### src/hdl/two_tap_out_regs.svh
// Constants for the two-tap line output formatter.
// Assumes inclusion by the package and the formatter only.
`ifndef TWO_TAP_OUT_REGS_SVH
`define TWO_TAP_OUT_REGS_SVH

// Widths
`define PIX_W       12
`define PORT_W      8
`define CNT_W       14

// Full-resolution line lengths in pixels
`define LINE_PIX_2K 14'h0800
`define LINE_PIX_4K 14'h1000
`define LINE_PIX_8K 14'h2000

// Link clock synchroniser depth
`define SYNC_STAGES 2

`endif

### src/hdl/two_tap_out_pkg.sv
// Types shared by the two-tap line output formatter.
// Assumes the constants header is on the include path.
`include "two_tap_out_regs.svh"

package two_tap_out_pkg;

	// Bit depth of the two-tap output
	typedef enum logic [1:0] {MODE_12, MODE_10, MODE_8} tap_mode_e;

	// Sensor width class
	typedef enum logic [1:0] {MODEL_2K, MODEL_4K, MODEL_8K} sensor_model_e;

	// Line sequencer states
	typedef enum logic {ST_IDLE, ST_SEND} line_state_e;

	// One pixel pair from the readout side
	typedef struct packed {
		logic [`PIX_W-1:0] first_pixel_stream;
		logic [`PIX_W-1:0] second_pixel_stream;
	} pix_pair_s;

	// Line geometry chosen by the camera setup
	typedef struct packed {
		sensor_model_e     model;
		logic              hbin;
		logic              area_of_interest_en;
		logic [`CNT_W-1:0] area_of_interest_width;
	} line_cfg_s;

	// Transmitter input word
	typedef struct packed {
		logic               lval;
		logic               dval;
		logic               fval;
		logic               spare;
		logic               strobe;
		logic [`PORT_W-1:0] port_a;
		logic [`PORT_W-1:0] port_b;
		logic [`PORT_W-1:0] port_c;
	} cl_ports_s;

endpackage : two_tap_out_pkg

### src/hdl/two_tap_line_out.sv
// Two-tap line formatter feeding one link transmitter.
// Assumes a line memory on i_clk that holds the next pair
// ready on i_pair and advances it after each o_pair_take.
// The pixel clock arrives from outside and is sampled here.
`timescale 1ns/1ps
`include "two_tap_out_regs.svh"

module two_tap_line_out
	import two_tap_out_pkg::*;
#(
	parameter int CNT_W = `CNT_W
) (
	input  wire logic      i_clk,
	input  wire logic      i_srst,
	input  wire logic      i_ce,
	input  wire logic      i_pix_clk,
	input  wire logic      i_readout_done,
	input  wire tap_mode_e i_mode,
	input  wire line_cfg_s i_cfg,
	input  wire pix_pair_s i_pair,
	output cl_ports_s      o_cl,
	output logic           o_pair_take,
	output logic           o_busy
);

	// ----------------------------------------------------------------
	// Helper functions
	// ----------------------------------------------------------------

	// Pairs per line; odd counts round up, never below one pair
	function automatic logic [CNT_W-1:0] line_pairs(input line_cfg_s c);
		logic [CNT_W-1:0] n;
		logic [CNT_W:0]   s;
		n = `LINE_PIX_2K;
		case (c.model)
			MODEL_2K: n = `LINE_PIX_2K;
			MODEL_4K: n = `LINE_PIX_4K;
			MODEL_8K: n = `LINE_PIX_8K;
			default:  n = `LINE_PIX_2K;
		endcase
		if (c.hbin)
			n = n >> 1;
		if (c.area_of_interest_en)
			n = c.area_of_interest_width;
		s = {1'b0, n} + {{CNT_W{1'b0}}, 1'b1};
		line_pairs = s[CNT_W:1];
		if (line_pairs == '0)
			line_pairs = {{(CNT_W-1){1'b0}}, 1'b1};
	endfunction : line_pairs

	// Bit placement on the three ports, flags left clear
	function automatic cl_ports_s map_ports(input tap_mode_e m, input pix_pair_s p);
		logic [`PIX_W-1:0] f;
		logic [`PIX_W-1:0] s;
		f = p.first_pixel_stream;
		s = p.second_pixel_stream;
		map_ports = '0;
		case (m)
			MODE_12: begin
				map_ports.port_a = f[7:0];
				map_ports.port_b = {s[11:8], f[11:8]};
				map_ports.port_c = s[7:0];
			end
			MODE_10: begin
				map_ports.port_a = f[9:2];
				map_ports.port_b = {2'h0, s[11:10], 2'h0, f[11:10]};
				map_ports.port_c = s[9:2];
			end
			MODE_8: begin
				map_ports.port_a = f[11:4];
				map_ports.port_b = s[11:4];
				map_ports.port_c = 8'h00;
			end
			default: map_ports = '0;
		endcase
	endfunction : map_ports

	// ----------------------------------------------------------------
	// Pixel clock sampling
	// ----------------------------------------------------------------

	logic pclk_s1_r;
	logic pclk_s2_r;
	logic pclk_s3_r;
	logic pclk_rise;

	// Two flops before use; third flop for edge finding and the strobe
	always_ff @(posedge i_clk) begin
		if (i_srst) begin
			pclk_s1_r <= 1'b0;
			pclk_s2_r <= 1'b0;
			pclk_s3_r <= 1'b0;
		end else if (i_ce) begin
			pclk_s1_r <= i_pix_clk;
			pclk_s2_r <= pclk_s1_r;
			pclk_s3_r <= pclk_s2_r;
		end
	end

	assign pclk_rise = i_ce & pclk_s2_r & ~pclk_s3_r;

	// ----------------------------------------------------------------
	// Line sequencer
	// ----------------------------------------------------------------

	line_state_e      state_r;
	logic             pend_r;
	logic [CNT_W-1:0] left_r;
	logic [CNT_W-1:0] pairs_r;
	tap_mode_e        mode_r;
	logic             start;
	logic             step;
	logic             last;

	assign start = pclk_rise & (state_r == ST_IDLE) & pend_r;
	assign step  = pclk_rise & (state_r == ST_SEND) & (left_r != '0);
	assign last  = pclk_rise & (state_r == ST_SEND) & (left_r == '0);

	// Readout-done is held until a line can start; a new one wins
	always_ff @(posedge i_clk) begin
		if (i_srst)
			pend_r <= 1'b0;
		else if (i_ce) begin
			if (i_readout_done)
				pend_r <= 1'b1;
			else if (start)
				pend_r <= 1'b0;
		end
	end

	// Idle/send state; each line ends with at least one idle cycle
	always_ff @(posedge i_clk) begin
		if (i_srst)
			state_r <= ST_IDLE;
		else if (i_ce) begin
			case (state_r)
				ST_IDLE: begin
					if (start)
						state_r <= ST_SEND;
				end
				ST_SEND: begin
					if (last)
						state_r <= ST_IDLE;
				end
				default: state_r <= ST_IDLE;
			endcase
		end
	end

	// Geometry and depth latched per line so mid-line edits wait
	always_ff @(posedge i_clk) begin
		if (i_srst) begin
			pairs_r <= '0;
			left_r  <= '0;
			mode_r  <= MODE_12;
		end else if (i_ce) begin
			if (start) begin
				pairs_r <= line_pairs(i_cfg);
				left_r  <= line_pairs(i_cfg) - {{(CNT_W-1){1'b0}}, 1'b1};
				mode_r  <= i_mode;
			end else if (step)
				left_r <= left_r - {{(CNT_W-1){1'b0}}, 1'b1};
		end
	end

	// ----------------------------------------------------------------
	// Transmitter word
	// ----------------------------------------------------------------

	cl_ports_s start_map;
	cl_ports_s step_map;

	// Port images: live mode for a new line, latched mode mid-line
	assign start_map = map_ports(i_mode, i_pair);
	assign step_map  = map_ports(mode_r, i_pair);

	// Data launched on the sampled rising edge; strobe lags one cycle
	always_ff @(posedge i_clk) begin
		if (i_srst)
			o_cl <= '0;
		else if (i_ce) begin
			o_cl.strobe <= pclk_s3_r;
			o_cl.fval   <= 1'b0;
			o_cl.spare  <= 1'b0;
			if (start) begin
				o_cl.port_a <= start_map.port_a;
				o_cl.port_b <= start_map.port_b;
				o_cl.port_c <= start_map.port_c;
				o_cl.lval   <= 1'b1;
				o_cl.dval   <= 1'b1;
			end else if (step) begin
				o_cl.port_a <= step_map.port_a;
				o_cl.port_b <= step_map.port_b;
				o_cl.port_c <= step_map.port_c;
			end else if (last) begin
				o_cl.lval <= 1'b0;
				o_cl.dval <= 1'b0;
			end
		end
	end

	// Take pulse tells the line memory to present the next pair
	always_ff @(posedge i_clk) begin
		if (i_srst) begin
			o_pair_take <= 1'b0;
			o_busy      <= 1'b0;
		end else if (i_ce) begin
			o_pair_take <= start | step;
			o_busy      <= pend_r | (state_r == ST_SEND);
		end
	end

	// ----------------------------------------------------------------
	// Assertions
	// ----------------------------------------------------------------

	logic [CNT_W:0] sent_r;

	// Pairs sent in the current line, checker use only
	always_ff @(posedge i_clk) begin
		if (i_srst)
			sent_r <= '0;
		else if (i_ce) begin
			if (start)
				sent_r <= {{CNT_W{1'b0}}, 1'b1};
			else if (step)
				sent_r <= sent_r + {{CNT_W{1'b0}}, 1'b1};
		end
	end
endmodule : two_tap_line_out

### config.mk
export PLATFORM = sky130hd
export DESIGN_NAME = two_tap_line_out
export DESIGN_NICKNAME = d
export VERILOG_FILES = /design/src/hdl/two_tap_out_pkg.sv /design/src/hdl/two_tap_line_out.sv
export VERILOG_INCLUDE_DIRS = /design/src /design/src/hdl
export SDC_FILE = /design/constraint.sdc
export NUM_CORES = 1
export LEC_CHECK = 0
export ABC_CLOCK_PERIOD_IN_PS = 4900
export BUFFER_PORTS_ARGS = -buffer_cell sky130_fd_sc_hd__clkbuf_2
export CORE_MARGIN = 2
export CORE_UTILIZATION = 38
export CTS_CLUSTER_DIAMETER = 120
export DETAILED_ROUTE_END_ITERATION = 7
export GPL_TIMING_DRIVEN = 0
export PLACE_DENSITY = 0.62
export SLEW_MARGIN = 20
export SYNTH_ARGS = -nofsm -noshare
export SYNTH_HDL_FRONTEND = slang
export SYNTH_SLANG_ARGS = --single-unit
### constraint.sdc
create_clock -name i_clk -period 4.9 [get_ports i_clk]
set_input_delay 1.225 -clock i_clk [delete_from_list [all_inputs] [get_ports i_clk]]
set_output_delay 1.225 -clock i_clk [all_outputs]
set_load 0.02 [all_outputs]
==> flow_summary_export.csv <==
group,metric,value,unit
final_layout,syn_to_final_growth,17.2,%
floorplan,die_x,105,microns
synthesis,synth_top_cell_by_area,"dfxtp_1",
cts,root_buffer,"clkbuf_8",
grt,grt_max_degree,17,
worst_setup_path,cp.required,5140,ps
worst_setup_path,crit_arrival,4730,ps
cts,cts_max_level,2,
floorplan,die_area,11100,sq um
worst_setup_path,worstPathMaxFanout,10,
power,p_sw_share,27.7,%
synthesis,synthTopCellsByArea,"dfxtp_1 25%, mux2i_1 9.7%, nor3_1 6.2%",
timing,rsz0062_at_grt,"no",
timing,drv_slew,0,
worst_setup_path,crit_family,"simple AND/OR/NAND/NOR gates",
detailed_routing,drc,0,
cts,clk_pin_slew,100,ps
synthesis,synth_top_area_share,25.1,%
floorplan,io_pins,80,
timing,fmax,0.223,GHz
grt,grt.total_usage,22.6,%
cts,postCtsSetupRepairBufs,0,
detailed_routing,route.detailed.wl_per_inst,17.1,microns
timing,fin_crit_sh,91.7,%
cts,insertion_delay,320,ps
cts,clockBufferDepth,2,
worst_setup_path,crit_top_cell,"and2_1",
synthesis,synth_cells,525,
worst_setup_path,critPathLaunchType,"input port",
final_layout,diodes,0,
power,ir_worst_vdd,0.103,mV
place,dp_hpwl,9.62,mm
power,intPower,0.672,mW
timing,fin_skew,13.2,ps
timing,period_needed,4490,ps
synthesis,synth.ff_latch_count,49,
detailed_routing,drt-total-wl,12.7,mm
final_layout,fillCellCount,1057,
cts,cts.sink_count,49,
grt,grt_pass1_wl,20.8,mm
job,cap_violations,0,
cts,cts_tree,"done",
cts,cts_buffers,5,
final_layout,seqCellArea,981,sq um
run_status,outcome,"finished, final reports clean",
power,clockPowerShare,38.6,%
synthesis,yosysSeqAreaShare,25.1,%
final_layout,multiInputGateArea,2700,sq um
synthesis,synthDistinctLibCells,61,
worst_setup_path,crit_chain,"clkbuf_2 > buf_2 > buf_2 > and2_1 > ha_1 > nand3_2 > nor4_1 > nor4_1 > a2111o_1 > nor2_1 > nor2_1 > ha_1 > and2_1 > and2_1 > a2111o_1 > o211ai_1",
final_layout,fin_util,45.1,%
timing,tightest_slew,849,ps
synthesis,synth_edf_count,0,
final_layout,drive_above_1_share,18.2,%
grt,grt_overflow_total,0,
worst_setup_path,crit_buf_inv,3,
timing,relSlewSlack,43.0,%
place,routabilityCongestion,0.904,
cts,cts.hold.buffers_added,0,
detailed_routing,vias,4311,
worst_hold_path,min_path_type,"register to register",
timing,finalSetupViolations,0,
floorplan,die_h,105,microns
worst_setup_path,cp_slowest_cell,"a2111o_1",
worst_setup_path,path_class,"input port to register",
worst_setup_path,end_kind,"register",
power,pwr-share-seq,43.6,%
detailed_routing,ant_nets,0,
grt,antenna_found_initial,0,
detailed_routing,drtPass1Iterations,4,
synthesis,synth_area_per_cell,7.44,sq um
synthesis,yosys_warnings,0,
power,p_comb_share,17.8,%
timing,hold_violations,0,
timing,fin_setup_tns,0,ps
floorplan,start_util,38.5,%
power,cellPowerDensity,203,nW/um^2
floorplan,design.core.area,10100,sq um
place,io_buffers,72,
floorplan,row_count,37,
detailed_routing,drt_iter0_markers,259,
synthesis,async_reset_ff_share,0,%
synthesis,netlist_area,3900,sq um
detailed_routing,avgViaCountPerCell,5.81,
grt,grt_pass1_vias,4243,
worst_setup_path,cp_slowest_stage_delay,460,ps
final_layout,fin_nets,658,
power,power.switching,0.257,mW
synthesis,synthFlopType,"dfxtp_1",
cts,cts_resized,0,
power,p_leak,1.73,nW
==> synth_stat cells (all sizes together), types with 2 or more instances <==
library cell and count:
nor3b 3, o211ai 14, xor2 2, nand3b 11
nor2 55, inv 9, nand4bb 3, nand2 49
nor2b 11, ha 4, mux2 3, nand4 12
clkbuf 27, nand2b 10, or3 2, o31ai 2
or4 6, buf 17, nor3 48, and2 8
a211oi 24, a22oi 2, a2111o 3, a21oi 29
a31oi 7, and3 3, nor4 11, dfxtp 49
xnor2 7, a211o 2, and4 2, a221oi 2
mux2i 38, o21ai 26, o311ai 2, nand3 11
==> power by group through the flow <==
stage	logic [mW]	registers, mW	clock network, mW
floorplan	0.101	0.416	0
global placement	0.159	0.414	0
detailed placement	0.162	0.414	0
CTS	0.163	0.405	0.363
global route	0.181	0.406	0.377
finish	0.165	0.405	0.359
==> tightest hold or removal path: stages (launching register included) <==
cell and delay [ps]:
dfxtp_1 320, nand2_1 60, a21oi_1 60
==> registers in the layout (all words and copies together), names as in the netlist <==
register	flops
mode_r	2
o_pair_take	1
pclk_s3_r	1
o_cl	26
left_r	14
pend_r	1
state_r	1
pclk_s1_r	1
o_busy	1
pclk_s2_r	1
==> through the flow <==
stage | setup WS (ps) | instance area (sq um) | instances | total power, mW | hold slack, ps
floorplan | 803 | 3910 | 526 | 0.517 | 444
global placement | 180 | 4440 | 734 | 0.573 | 450
detailed placement | 146 | 4440 | 734 | 0.577 | 459
CTS | 437 | 4580 | 742 | 0.931 | 474
global route | 171 | 4580 | 742 | 0.964 | 493
finish | 409 | 4580 | 742 | 0.929 | 478
==> cells in the final DEF (no fill, tap or decap), types with 22 or more instances in the layout <==
| cell | n |
|---|---|
| clkbuf_2 | 72 |
| nor2_1 | 54 |
| nand2_1 | 49 |
| dfxtp_1 | 49 |
| nor3_1 | 48 |
| mux2i_1 | 38 |
| a21oi_1 | 29 |
| clkbuf_1 | 27 |
| o21ai_0 | 24 |
| a211oi_1 | 22 |
==> layer usage <==
layer / share of wire, % / global-route usage [%] / vias to the layer above
met5: 0 / 0 / -
met4: 1.8 / 6.76 / 0
met3: 6.0 / 3.59 / 22
met2: 48 / 37.7 / 167
met1: 45 / 30.0 / 2030
li1: - / - / 2092
==> worst paths after layout <==
path | start | end | slack, ps | cells past startpoint
setup / recovery | i_cfg[14] | left_r[12]$_SDFFE_PP0P_ | 410 | 16
hold / removal | o_cl[15]$_SDFFE_PP0P_ | o_cl[15]$_SDFFE_PP0P_ | 480 | 2
setup reg to reg | state_r$_SDFFE_PP0P_ | left_r[12]$_SDFFE_PP0P_ | 1610 | 12
hold reg to reg | o_cl[15]$_SDFFE_PP0P_ | o_cl[15]$_SDFFE_PP0P_ | 480 | 2
==> final cells by class <==
| cell class | instances | area share [%] |
|---|---|---|
| Clock buffer | 5 | 1.50 |
| Tap cell | 136 | 3.72 |
| Inverter | 9 | 0.738 |
| Buffer | 44 | 4.26 |
| Sequential cell | 49 | 21.4 |
| Multi-Input combinational cell | 424 | 59.0 |
| Clock inverter | 3 | 1.50 |
| Timing Repair Buffer | 72 | 7.87 |
==> cell families (layout without fill, tap and decap cells) <==
group / after synthesis / in the layout / share of synthesized area [%]
AOI/OAI and AO/OA: 119 / 119 / 20.8
xor gates and xnor gates: 9 / 9 / 2.02
adders and majority gates: 4 / 4 / 1.28
buffers and inverters: 53 / 133 / 5.86
DFF: 49 / 49 / 25.1
muxes: 41 / 41 / 10.7
other: 1 / 2 / 0.0960
and+or+nand+nor: 249 / 249 / 34.1
No activity file was read; power rests on OpenSTA's default activity.
